File: config.mk
export PLATFORM = sky130hd
export DESIGN_NAME = wtb_timer
export DESIGN_NICKNAME = d
export VERILOG_FILES = /design/src/wtb_pkg.sv /design/src/wtb_timer.sv
export VERILOG_INCLUDE_DIRS = /design/src
export SDC_FILE = /design/constraint.sdc
export NUM_CORES = 1
export LEC_CHECK = 0
export BUFFER_PORTS_ARGS = -buffer_cell sky130_fd_sc_hd__buf_2
export CORE_MARGIN = 1.5
export CORE_UTILIZATION = 65
export DETAILED_ROUTE_END_ITERATION = 8
export PLACE_DENSITY = 0.9
export SLEW_MARGIN = 20
export SYNTH_ARGS = -nofsm -noshare
export SYNTH_HDL_FRONTEND = slang
export SYNTH_SLANG_ARGS = --single-unit
export TNS_END_PERCENT = 10
File: constraint.sdc
create_clock -name i_core_clk -period 4.7 [get_ports i_core_clk]
set_clock_uncertainty 0.2 [all_clocks]
set_input_delay 0.235 -clock i_core_clk [delete_from_list [all_inputs] [get_ports i_core_clk]]
set_output_delay 0.235 -clock i_core_clk [all_outputs]
set_load 0.005 [all_outputs]
File: src/wtb_cfg.svh
/*
 * wtb_cfg.svh: offsets, fixed top values and reset values of the wide timer.
 * Assumes inclusion by bare name from wtb_timer.sv; wtb_pkg.sv does not include it.
 */
`ifndef WTB_CFG_SVH
`define WTB_CFG_SVH

// byte addresses on the 8-bit port, low byte even, high byte odd
`define WTB_ADDR_CNT_LO   4'h0
`define WTB_ADDR_CNT_HI   4'h1
`define WTB_ADDR_CMPA_LO  4'h2
`define WTB_ADDR_CMPA_HI  4'h3
`define WTB_ADDR_CMPB_LO  4'h4
`define WTB_ADDR_CMPB_HI  4'h5
`define WTB_ADDR_CMPC_LO  4'h6
`define WTB_ADDR_CMPC_HI  4'h7
`define WTB_ADDR_CAP_LO   4'h8
`define WTB_ADDR_CAP_HI   4'h9

// limit values of the count sequence
`define WTB_BOTTOM        16'h0000
`define WTB_MAX           16'hffff
`define WTB_TOP_8BIT      16'h00ff
`define WTB_TOP_9BIT      16'h01ff
`define WTB_TOP_10BIT     16'h03ff

// reset values
`define WTB_RST_WORD      16'h0000
`define WTB_RST_HOLD      8'h00

// noise filter length in core clocks
`define WTB_FILT_LEN      4

`endif

File: src/wtb_pkg.sv
/*
 * wtb_pkg.sv: types shared by the wide timer and its testbench.
 * Assumes wtb_cfg.svh is on the include path.
 */
package wtb_pkg;

	// source of the top of the count sequence
	typedef enum logic [2:0] {
		WTB_TOP_FIX8  = 3'h0,
		WTB_TOP_FIX9  = 3'h1,
		WTB_TOP_FIX10 = 3'h2,
		WTB_TOP_CMPA  = 3'h3,
		WTB_TOP_CAP   = 3'h4,
		WTB_TOP_MAX   = 3'h5
	} wtb_top_sel_t;

	// mode controls, held by the surrounding control logic
	typedef struct packed {
		logic         run;         // count enable
		logic         pwm;         // pwm waveform on compare pins
		wtb_top_sel_t top_sel;     // where top comes from
		logic         cap_rising;  // capture on rising edge
		logic         cap_from_cmp;// event from analog comparator
		logic         filt_en;     // noise filter on
	} wtb_mode_t;

	// cpu byte access
	typedef struct packed {
		logic       wr;
		logic       rd;
		logic [3:0] addr;
		logic [7:0] wdata;
	} wtb_bus_t;

endpackage

File: src/wtb_timer.sv
/*
 * wtb_timer.sv: 16-bit timer with shared high-byte holding register,
 * three compare channels, capture with noise filter and limit detection.
 * Assumes a core that makes single-cycle byte accesses on an 8-bit port,
 * synchronous inputs and mode bits driven by the surrounding control logic.
 */
`timescale 1ns/1ns
`include "wtb_cfg.svh"

// Contract
// each compare match drives the waveform output on its pin.
// a compare match sets that channel's sticky match flag.
// a selected edge from pin or comparator copies the count into capture; the code takes no stamp while capture is the top source.
// a digital noise filter guards the capture event input.
// top is 0x00ff, 0x01ff, 0x03ff, compare a or capture, by mode.
// with compare a as pwm top, channel a gives no pwm output.
// compare a as top is double buffered, updated at the bottom; the code also takes it up at once while the count is stopped.
// bottom is signalled when the count becomes 0x0000.
// max is signalled at 0xffff, apart from the mode top.
// one shared 8-bit high-byte holding register serves all five words.
// a low-byte write loads held high byte and low byte together.
// a low-byte read copies that word's high byte into the holding register; the code does so for count and capture only, compare low reads leave it.
// compare high-byte reads come direct and leave the holding register alone.
// software writes high byte first and reads low byte first.
// main code masks interrupts around a two-byte access.
// one high-byte write may serve several low-byte writes.
// a cpu write to the count beats clear or count.
// holding register resets to zero and holds until loaded.
module wtb_timer #(
	parameter int FILT_LEN = `WTB_FILT_LEN
) (
	input  wire logic              i_core_clk,      // 10 mhz core clock
	input  wire logic              i_rst_n,         // async reset, low active
	input  wire wtb_pkg::wtb_mode_t i_mode,         // mode controls
	input  wire wtb_pkg::wtb_bus_t i_bus,           // cpu byte access
	input  wire logic              i_flag_clr_a,    // clear match flag a
	input  wire logic              i_flag_clr_b,    // clear match flag b
	input  wire logic              i_flag_clr_c,    // clear match flag c
	input  wire logic              i_flag_clr_cap,  // clear capture flag
	input  wire logic              i_event_input_pin, // capture pin
	input  wire logic              i_comp_out,      // analog comparator out
	output logic [7:0]             o_rdata,         // read data
	output logic [15:0]            o_count_value,   // counter
	output logic [2:0]             o_match_flags,   // sticky match flags
	output logic                   o_cap_flag,      // sticky capture flag
	output logic [2:0]             o_wave_output_pins, // compare outputs
	output logic                   o_at_bottom,     // count is bottom
	output logic                   o_at_max,        // count is max
	output logic                   o_at_top         // count is top
);

	// the shift window needs two taps, and the settle counter is five bits wide
	if (FILT_LEN < 2 || FILT_LEN > 16) begin : g_filt_len_check
		$error("FILT_LEN out of range");
	end

	logic [15:0] count_value;
	logic [15:0] compare_value [3];   // active compare values a, b, c
	logic [15:0] cmpa_buf;             // buffered compare a for top use
	logic [15:0] captured_value;
	logic [7:0]  hold_hi;
	logic [15:0] top_val;
	logic [15:0] next_count;
	logic [15:0] wr_word;
	logic        wr_lo;
	logic        rd_lo;
	logic [2:0]  match;
	logic        ev_raw;
	logic [FILT_LEN-1:0] filt_sh;
	logic        ev_clean;
	logic        ev_prev;
	logic        cap_edge;
	logic        cmpa_is_top;
	logic        cap_take;
	logic [4:0]  settle_cnt;
	logic        ev_armed;

	// byte port decode; the low byte of a word triggers every 16-bit move
	assign wr_word     = {hold_hi, i_bus.wdata};
	assign wr_lo       = i_bus.wr && !i_bus.addr[0];
	assign rd_lo       = i_bus.rd && !i_bus.addr[0];
	assign cmpa_is_top = (i_mode.top_sel == wtb_pkg::WTB_TOP_CMPA);

	// top selection by mode
	// codes 6 and 7 are unused and fall back to the full 16-bit range
	// top source mux
	always_comb begin
		unique case (i_mode.top_sel)
			wtb_pkg::WTB_TOP_FIX8:  top_val = `WTB_TOP_8BIT;
			wtb_pkg::WTB_TOP_FIX9:  top_val = `WTB_TOP_9BIT;
			wtb_pkg::WTB_TOP_FIX10: top_val = `WTB_TOP_10BIT;
			wtb_pkg::WTB_TOP_CMPA:  top_val = compare_value[0];
			wtb_pkg::WTB_TOP_CAP:   top_val = captured_value;
			default:                top_val = `WTB_MAX;
		endcase
	end

	// limit detection, all combinational on the live count
	// levels, not pulses: they keep showing while the count is stopped
	// bottom detect
	assign o_at_bottom = (count_value == `WTB_BOTTOM);
	// max detect
	assign o_at_max    = (count_value == `WTB_MAX);
	assign o_at_top    = (count_value == top_val);

	// counting wraps at top back to bottom
	// a count above top, after a cpu write, runs on to max and wraps there
	always_comb begin
		next_count = count_value;
		if (i_mode.run) begin
			next_count = o_at_top ? `WTB_BOTTOM : count_value + 16'h0001;
		end
	end

	// counter; cpu write wins over counting
	always_ff @(posedge i_core_clk or negedge i_rst_n) begin
		if (!i_rst_n) begin
			count_value <= `WTB_RST_WORD;
		// cpu write priority
		end else if (wr_lo && i_bus.addr == `WTB_ADDR_CNT_LO) begin
			// atomic word load
			count_value <= wr_word;
		end else begin
			count_value <= next_count;
		end
	end

	// holding register: cpu high-byte writes and count or capture low-byte reads load it
	// any odd-address write loads it, even an unmapped one, to keep the decode small
	always_ff @(posedge i_core_clk or negedge i_rst_n) begin
		if (!i_rst_n) begin
			// reset to zero
			hold_hi <= `WTB_RST_HOLD;
		end else if (i_bus.wr && i_bus.addr[0]) begin
			// shared high byte
			hold_hi <= i_bus.wdata;
		end else if (rd_lo) begin
			// latch high on low read
			unique case (i_bus.addr)
				`WTB_ADDR_CNT_LO: hold_hi <= count_value[15:8];
				`WTB_ADDR_CAP_LO: hold_hi <= captured_value[15:8];
				// compare reads bypass
				default:          hold_hi <= hold_hi;
			endcase
		end
	end

	// compare a buffer: written any time, taken up at bottom, or at once while stopped, when it is top
	// a write while a is top lands here only, so the period never jumps mid-cycle
	always_ff @(posedge i_core_clk or negedge i_rst_n) begin
		if (!i_rst_n) begin
			cmpa_buf <= `WTB_RST_WORD;
		end else if (wr_lo && i_bus.addr == `WTB_ADDR_CMPA_LO) begin
			cmpa_buf <= wr_word;
		end
	end

	// compare registers; a is double buffered while serving as top
	genvar g;
	generate
		for (g = 0; g < 3; g++) begin : g_cmp
			localparam logic [3:0] LO_ADDR = 4'(`WTB_ADDR_CMPA_LO + 2 * g);
			always_ff @(posedge i_core_clk or negedge i_rst_n) begin
				if (!i_rst_n) begin
					compare_value[g] <= `WTB_RST_WORD;
				end else if (g == 0 && cmpa_is_top) begin
					// update top at bottom, or at once while stopped
					if (o_at_bottom || !i_mode.run) begin
						compare_value[g] <= cmpa_buf;
					end
				end else if (wr_lo && i_bus.addr == LO_ADDR) begin
					compare_value[g] <= wr_word;
				end
			end
			assign match[g] = (count_value == compare_value[g]);

			// sticky flag, a new match beats a clear
			// only a match while counting sets it; software can only clear it
			always_ff @(posedge i_core_clk or negedge i_rst_n) begin
				if (!i_rst_n) begin
					o_match_flags[g] <= 1'b0;
				// set match flag
				end else if (match[g] && i_mode.run) begin
					o_match_flags[g] <= 1'b1;
				end else if ((g == 0 && i_flag_clr_a) || (g == 1 && i_flag_clr_b)
					|| (g == 2 && i_flag_clr_c)) begin
					o_match_flags[g] <= 1'b0;
				end
			end

			// set at bottom, cleared on match: simple single-slope pwm
			always_ff @(posedge i_core_clk or negedge i_rst_n) begin
				if (!i_rst_n) begin
					o_wave_output_pins[g] <= 1'b0;
				// no pwm when a is top
				end else if (g == 0 && cmpa_is_top && i_mode.pwm) begin
					o_wave_output_pins[g] <= 1'b0;
				// match drives waveform
				end else if (i_mode.pwm) begin
					if (match[g]) begin
						o_wave_output_pins[g] <= 1'b0;
					end else if (o_at_bottom) begin
						o_wave_output_pins[g] <= 1'b1;
					end
				end else if (match[g] && i_mode.run) begin
					o_wave_output_pins[g] <= !o_wave_output_pins[g];
				end
			end
		end
	endgenerate

	// event source and noise filter: level must agree for FILT_LEN clocks
	// trade-off: every filtered capture lands FILT_LEN clocks later than an unfiltered one
	assign ev_raw = i_mode.cap_from_cmp ? i_comp_out : i_event_input_pin;
	// noise filter
	always_ff @(posedge i_core_clk or negedge i_rst_n) begin
		if (!i_rst_n) begin
			filt_sh  <= '0;
			ev_clean <= 1'b0;
		end else begin
			filt_sh <= {filt_sh[FILT_LEN-2:0], ev_raw};
			if (!i_mode.filt_en) begin
				ev_clean <= ev_raw;
			end else if (&filt_sh) begin
				ev_clean <= 1'b1;
			end else if (~|filt_sh) begin
				ev_clean <= 1'b0;
			end
		end
	end

	// edge detect on the cleaned event
	always_ff @(posedge i_core_clk or negedge i_rst_n) begin
		if (!i_rst_n) begin
			ev_prev <= 1'b0;
		end else begin
			ev_prev <= ev_clean;
		end
	end
	assign cap_edge = ev_armed
		&& (i_mode.cap_rising ? (ev_clean && !ev_prev) : (!ev_clean && ev_prev));

	// edge detect stays masked until the filter has followed the pin once,
	// so a pin that idles high cannot fake a capture right after reset
	always_ff @(posedge i_core_clk or negedge i_rst_n) begin
		if (!i_rst_n) begin
			settle_cnt <= 5'h00;
		end else if (!ev_armed) begin
			settle_cnt <= settle_cnt + 5'h01;
		end
	end
	assign ev_armed = (settle_cnt == 5'(FILT_LEN + 2));

	// no stamp while capture is the top source, or the period would move
	assign cap_take = cap_edge && (i_mode.top_sel != wtb_pkg::WTB_TOP_CAP);

	// capture register: edge stamps count, cpu low write loads it
	always_ff @(posedge i_core_clk or negedge i_rst_n) begin
		if (!i_rst_n) begin
			captured_value <= `WTB_RST_WORD;
		// capture on edge
		end else if (cap_take) begin
			captured_value <= count_value;
		end else if (wr_lo && i_bus.addr == `WTB_ADDR_CAP_LO) begin
			captured_value <= wr_word;
		end
	end

	// capture flag, set beats clear
	always_ff @(posedge i_core_clk or negedge i_rst_n) begin
		if (!i_rst_n) begin
			o_cap_flag <= 1'b0;
		end else if (cap_take) begin
			o_cap_flag <= 1'b1;
		end else if (i_flag_clr_cap) begin
			o_cap_flag <= 1'b0;
		end
	end

	// read data registered, valid the cycle after the read strobe
	// high bytes of count and capture come from the holding register: one snapshot
	always_ff @(posedge i_core_clk or negedge i_rst_n) begin
		if (!i_rst_n) begin
			o_rdata <= 8'h00;
		end else if (i_bus.rd) begin
			unique case (i_bus.addr)
				`WTB_ADDR_CNT_LO:  o_rdata <= count_value[7:0];
				`WTB_ADDR_CMPA_LO: o_rdata <= compare_value[0][7:0];
				`WTB_ADDR_CMPA_HI: o_rdata <= compare_value[0][15:8];
				`WTB_ADDR_CMPB_LO: o_rdata <= compare_value[1][7:0];
				`WTB_ADDR_CMPB_HI: o_rdata <= compare_value[1][15:8];
				`WTB_ADDR_CMPC_LO: o_rdata <= compare_value[2][7:0];
				`WTB_ADDR_CMPC_HI: o_rdata <= compare_value[2][15:8];
				`WTB_ADDR_CAP_LO:  o_rdata <= captured_value[7:0];
				`WTB_ADDR_CNT_HI,
				`WTB_ADDR_CAP_HI:  o_rdata <= hold_hi;
				default:           o_rdata <= 8'h00;
			endcase
		end
	end

	assign o_count_value = count_value;

endmodule

* Word-level counts from Yosys, hierarchy flattened
Cells that the tools add are included. Widths: inputs -> output; s select.
Cells by class: $add $sub $neg 2, equal/unequal tests 25, muxes and demuxes 37, reduce and logical (&&, ||, !) cells 47
Operator list (number):
- $mux 16 | 8
- $pmux 16 s5 | 1
- $pmux 8 s9 | 1
- $eq 16x16->1 | 4
- $mux 1 | 24
- $reduce_bool 2->1 | 10
- $add 16x1->16 const B | 1
- $eq 16x16->1 const B | 1
- $eq 4x3->1 const B | 4
- $logic_and 1x1->1 | 16
- $logic_not 16->1 | 1
- $mux 8 | 2
- $pmux 8 s2 | 1
- $reduce_and 2->1 | 5
- $eq 4x2->1 const B | 2
- $eq 4x4->1 const B | 2
- $logic_not 1->1 | 7
- $eq 3x2->1 const B | 2
- $ne 3x1->1 const B | 2
- $ne 3x3->1 const B | 2
- $reduce_bool 3->1 | 2
- $add 5x1->5 const B | 1
- $eq 5x3->1 const B | 1
- $eq 4x1->1 const B | 1
- other kinds (10) | 10
Storage, ports and cells: register bits 130, input bits 30, output and inout port bits 34, logic and storage cells 130

* Logic depth before layout (Yosys ltp)
depth after elaboration 6, gate-level depth with buffers 10, depth with buffers taken out 8

* Worst setup path before layout
No wires, ideal clock.
path kind register to register, start point register count_value[13], in the netlist o_count_value[13], end point register count_value[10], in the netlist o_count_value[10], library setup time 147 ps, arrival time 2121 ps, data required time 4353 ps, path slack 2232 ps, stages on the path, launching flop included 9, buffers on the path 2, clock period less this slack 2468 ps, cell sequence dfrtp_1 -> clkbuf_1 -> nor2_1 -> nor2_1 -> o31a_1 -> or4_1 -> nor4_4 -> buf_6 -> a211oi_2
Between the ends: word-level cells in the longest chain between the ends 4
Ends and longest elaborated chain:
- start, declared | RTL line wtb_timer.sv:57 | logic [15:0] count_value;
- start signal, assigned | RTL line wtb_timer.sv:118 | count_value <= `WTB_RST_WORD;
- start signal, assigned | RTL line wtb_timer.sv:122 | count_value <= wr_word;
- start signal, assigned | RTL line wtb_timer.sv:124 | count_value <= next_count;
- $eq 16x16->1 | RTL line wtb_timer.sv:104 | assign o_at_top = (count_value == top_val);
- $mux 16 | RTL line wtb_timer.sv:111 | next_count = o_at_top ? `WTB_BOTTOM : count_value + 16'h0001;
- $mux 16 | RTL line wtb_timer.sv:110 | if (i_mode.run) begin
- $mux 16 | RTL line wtb_timer.sv:120 | end else if (wr_lo && i_bus.addr == `WTB_ADDR_CNT_LO) begin
Every way passes these cells. The select of a mux whose other input is x is not followed. A chain may end at the register's enable or synchronous reset.

* Worst setup path in the final report
start point register settle_cnt[0], end point register captured_value[11]
Between the ends: word-level cells in the longest chain between the ends 4, elaborated cells on any way between the ends 5, those cells by class eq/ne: 1; mux: 1; reduce/logical: 3
Ends and longest elaborated chain:
- start, declared | RTL line wtb_timer.sv:75 | logic [4:0] settle_cnt;
- start signal, assigned | RTL line wtb_timer.sv:249 | settle_cnt <= settle_cnt + 5'h01;
- $eq 5x3->1 * | RTL line wtb_timer.sv:252 | assign ev_armed = (settle_cnt == 5'(FILT_LEN + 2));
- $logic_and 1x1->1 * | RTL line wtb_timer.sv:241 | && (i_mode.cap_rising ? (ev_clean && !ev_prev) : (!ev_clean && ev_prev));
- $logic_and 1x1->1 * | RTL line wtb_timer.sv:255 | assign cap_take = cap_edge && (i_mode.top_sel != wtb_pkg::WTB_TOP_CAP);
- $mux 16 or $reduce_bool 2->1 (tied branches)
- end signal, assigned | RTL line wtb_timer.sv:260 | captured_value <= `WTB_RST_WORD;
- end signal, assigned | RTL line wtb_timer.sv:263 | captured_value <= count_value;
- end signal, assigned | RTL line wtb_timer.sv:265 | captured_value <= wr_word;
- end, declared | RTL line wtb_timer.sv:60 | logic [15:0] captured_value;
Every way passes the cells marked *; elsewhere a longest branch is shown, timed or not.

==> out/metrics.cfg <==
[global_routing]
track_usage_pct = 40.6
met2_usage_pct = 58.7
busiest_layer = met2
grt_util_met3_pct = 17.0
met1_usage_pct = 50.5
grt-ovfl-total = 0
antenna_found_initial = 1
grt_pass1_wl_um = 38800
grt_pass1_vias = 6926
grt_max_degree = 90

[cts]
cts_hold_repair.buffers = 16
cts_tree = done
cts_htree_levels = 4
clkTransAtPathRegs_ns = 0.06
insertion_delay_ns = 0.43
clockBufferDepth = 2
cts.sinks = 130
cts_resized = 0
numCtsBuffers = 17
cts_root_buf = clkbuf_16
cts_setup_buffers = 0

[sta]
hold_viol = 0
setup_viol = 0
final_max_slew_viol_count = 0
worst_pin_slew_ns = 1.09
fin_setup_tns_ns = 0
fin_crit_sh_pct = 72.2
layout_min_cycle_time_ns = 3.39
slew-limit-headroom_pct = 26.2
max_freq_mhz = 295
rsz0062_at_grt = false

[drt]
vias_per_cell = 6.98
drt_first_pass_iters = 6
num_vias = 7118
wl_um = 24900
final_antenna_net_count = 0
wl_per_cell_um = 24.4
dr.first_iter.drc_count = 1087
drc = 0

[setup_path]
path_class = reg2reg
timing.rr.start = settle_cnt[0]$_DFFE_PN0P_
cp.required_ns = 4.81
cp_slowest_stage_delay_ns = 0.93
crit_end = captured_value[11]$_DFFE_PN0P_
cpMaxStageDelayCell = nor4bb_1
crit_cells = 7
cp_cell_sequence = inv_1, ha_1, nor4bb_1, nand3_1, buf_4, nor2_1, a21oi_1
crit_start = settle_cnt[0]$_DFFE_PN0P_
worstSetupEndpointType = flip-flop
critPathBufInv = 2
worst_setup_path_start_kind = flip-flop
r2r_cells = 7
crit_family = simple AND/OR/NAND/NOR gates
r2r_slack_ns = 1.31
cp_max_fo = 17
arrival_ns = 3.51
worstReg2RegEnd = captured_value[11]$_DFFE_PN0P_

[placed_design]
port_buffers = 63
hpwlAfterDp_um = 16300
gp_congestion = 0.991

[logic_synthesis]
synth_top_area_share_pct = 41.2
synth_top_flop_cell = dfrtp_1
synth_edf_count = 0
yosys_warnings = 0
synth-seq-area-share_pct = 41.2
ys_async_sr_fraction_pct = 100
synth_cell_types = 73
syn_inst = 814
synthesis.nets = 848
synth.avg_cell_area_um2 = 9.71
yosys.area.top_type = dfrtp_1
synth_seq_cells = 130
synth.top_cells.by_area = dfrtp_1, mux2_2, mux2i_1
syn-cell-area_mm2 = 0.00790

[die]
pin_count = 64
num_rows = 40
initial_utilization_pct = 66.3
dieHeight_um = 113
core_area_mm2 = 0.0119
die_area_mm2 = 0.0128
chipWidth_um = 113

[power]
vdd_ir_drop_max_v = 0.000356
p_leak_nw = 3.82
power.density_mw_per_mm2 = 508

[min_path]
hp-class = in2reg
holdPathStages = 2

[finish]
area_growth_syn_to_layout_pct = 12.6
num-fill-cells = 790
antenna_cells = 0
utilization_pct = 74.7
nets = 896
layout-drive-gt1-share_pct = 20.5

[run_status]
status = finished clean

[flow_run]
cap_violations = 0

worst min-delay path by stage:
stage / start / end / slack [ns]
after floorplan: i_rst_n / captured_value[0]$_DFFE_PN0P_ / -0.26
after global routing: i_bus[12] / o_rdata[7]$_DFFE_PN0P_ / 0.03
after CTS: i_bus[12] / o_rdata[7]$_DFFE_PN0P_ / 0.03
final: i_bus[12] / o_rdata[7]$_DFFE_PN0P_ / 0.03
after global placement: i_rst_n / o_match_flags[2]$_DFFE_PN0P_ / 0.15
after detailed placement: i_rst_n / o_wave_output_pins[2]$_DFFE_PN0P_ / 0.15
worst register-to-register path: stages (launching register included):
cell,delay (ns)
dfrtp_1,0.42
inv_1,0.08
ha_1,0.17
nor4bb_1,0.93
nand3_1,0.81
buf_4,0.46
nor2_1,0.15
a21oi_1,0.06
final cells by class:
type / count / area, um2 / area share [%]
tap: 147 / 184 / 2.07
timing repair buffer: 88 / 549 / 6.17
multi-input combinational: 595 / 4260 / 47.9
clock inverter: 9 / 85.1 / 0.956
inverter: 30 / 113 / 1.27
sequential: 130 / 3250 / 36.6
clock buffer: 21 / 450 / 5.06
sequential cells by signal (all words and copies together), names as in the netlist:
name                cells
captured_value         16
cmpa_buf               16
compare_value          48
ev_clean                1
ev_prev                 1
filt_sh                 4
hold_hi                 8
o_cap_flag              1
o_count_value          16
o_match_flags           3
o_rdata                 8
o_wave_output_pins      3
settle_cnt              5
layout by cell type, fill, tap and decap left out, types with 5 or more instances in the layout:
cell type / instances
a211oi_2: 10
xnor2_1: 48
nor2b_1: 10
mux2i_1: 42
dlygate4sd3_1: 16
mux2_2: 50
and3_1: 6
dfrtp_1: 130
inv_1: 28
a221o_1: 5
clkbuf_16: 17
nor4_1: 12
a211oi_1: 7
o32ai_1: 5
nand2b_1: 12
xor2_1: 13
nor3_1: 14
buf_4: 9
nand2_1: 64
a31oi_1: 22
nand4_1: 16
nand3_1: 13
o21a_1: 5
buf_2: 62
nand3b_1: 7
o21ai_0: 35
o22ai_1: 15
a22oi_1: 7
a21oi_1: 38
nor2_1: 66
per-layer routing:
metal / share of wire [%] / vias to the layer above
li1: - / 3066
met1: 37 / 3384
met2: 44 / 526
met3: 13 / 142
met4: 6.3 / 0
met5: 0 / -
kinds of logic (layout without fill, tap and decap cells):
group,Yosys count,count (layout),synth area share [%]
buffers and inverters,89,148,4.99
adders and majority gates,4,4,0.633
and+or+nand+nor,262,262,18.1
DFF,130,130,41.2
xor gates and xnor gates,61,61,6.76
AOI/OAI and AO/OA,172,172,14.7
muxes,96,96,13.6
cells in the mapped netlist (all sizes together), types with 3 or more instances:
cell and instances:
or4b 3, nor4bb 4, inv 29, xnor2 48
nor3 15, nand2 64, a21oi 38, and3 7
a22o 4, a22oi 7, nand3b 7, a31oi 22
ha 4, nand4 17, mux2 50, nand4bb 3
nor4 15, and2 3, a211oi 17, a221o 5
dfrtp 130, nand2b 12, nor2b 10, nor4b 5
o22ai 15, buf 22, or4 3, xor2 13
clkbuf 37, and4 3, a221oi 4, nor2 68
o21ai 35, o32ai 5, o21a 5, mux2i 42
mux4 4, nand3 13
through the flow:
stage / setup WS, ns / hold WS (ns) / std cells / power, mW / instance area (um2)
2_1_floorplan: 2.23 / -0.261 / 814 / 2.70 / 7900
3_3_place_gp: 1.28 / 0.145 / 974 / 3.15 / 8200
3_5_place_dp: 1.18 / 0.151 / 974 / 3.20 / 8200
4_1_cts: 1.49 / 0.0278 / 1020 / 4.44 / 8900
5_1_grt: 1.16 / 0.0339 / 1020 / 4.70 / 8900
6_report: 1.31 / 0.0319 / 1020 / 4.52 / 8900
power breakdown:
part	internal, mW	switching, mW	leakage [nW]
Combinational	0.670	0.631	2.01
Clock	0.732	0.493	0.255
Sequential	1.40	0.593	1.56
Total	2.80	1.72	3.82
Power figures use the tool's default switching activity.
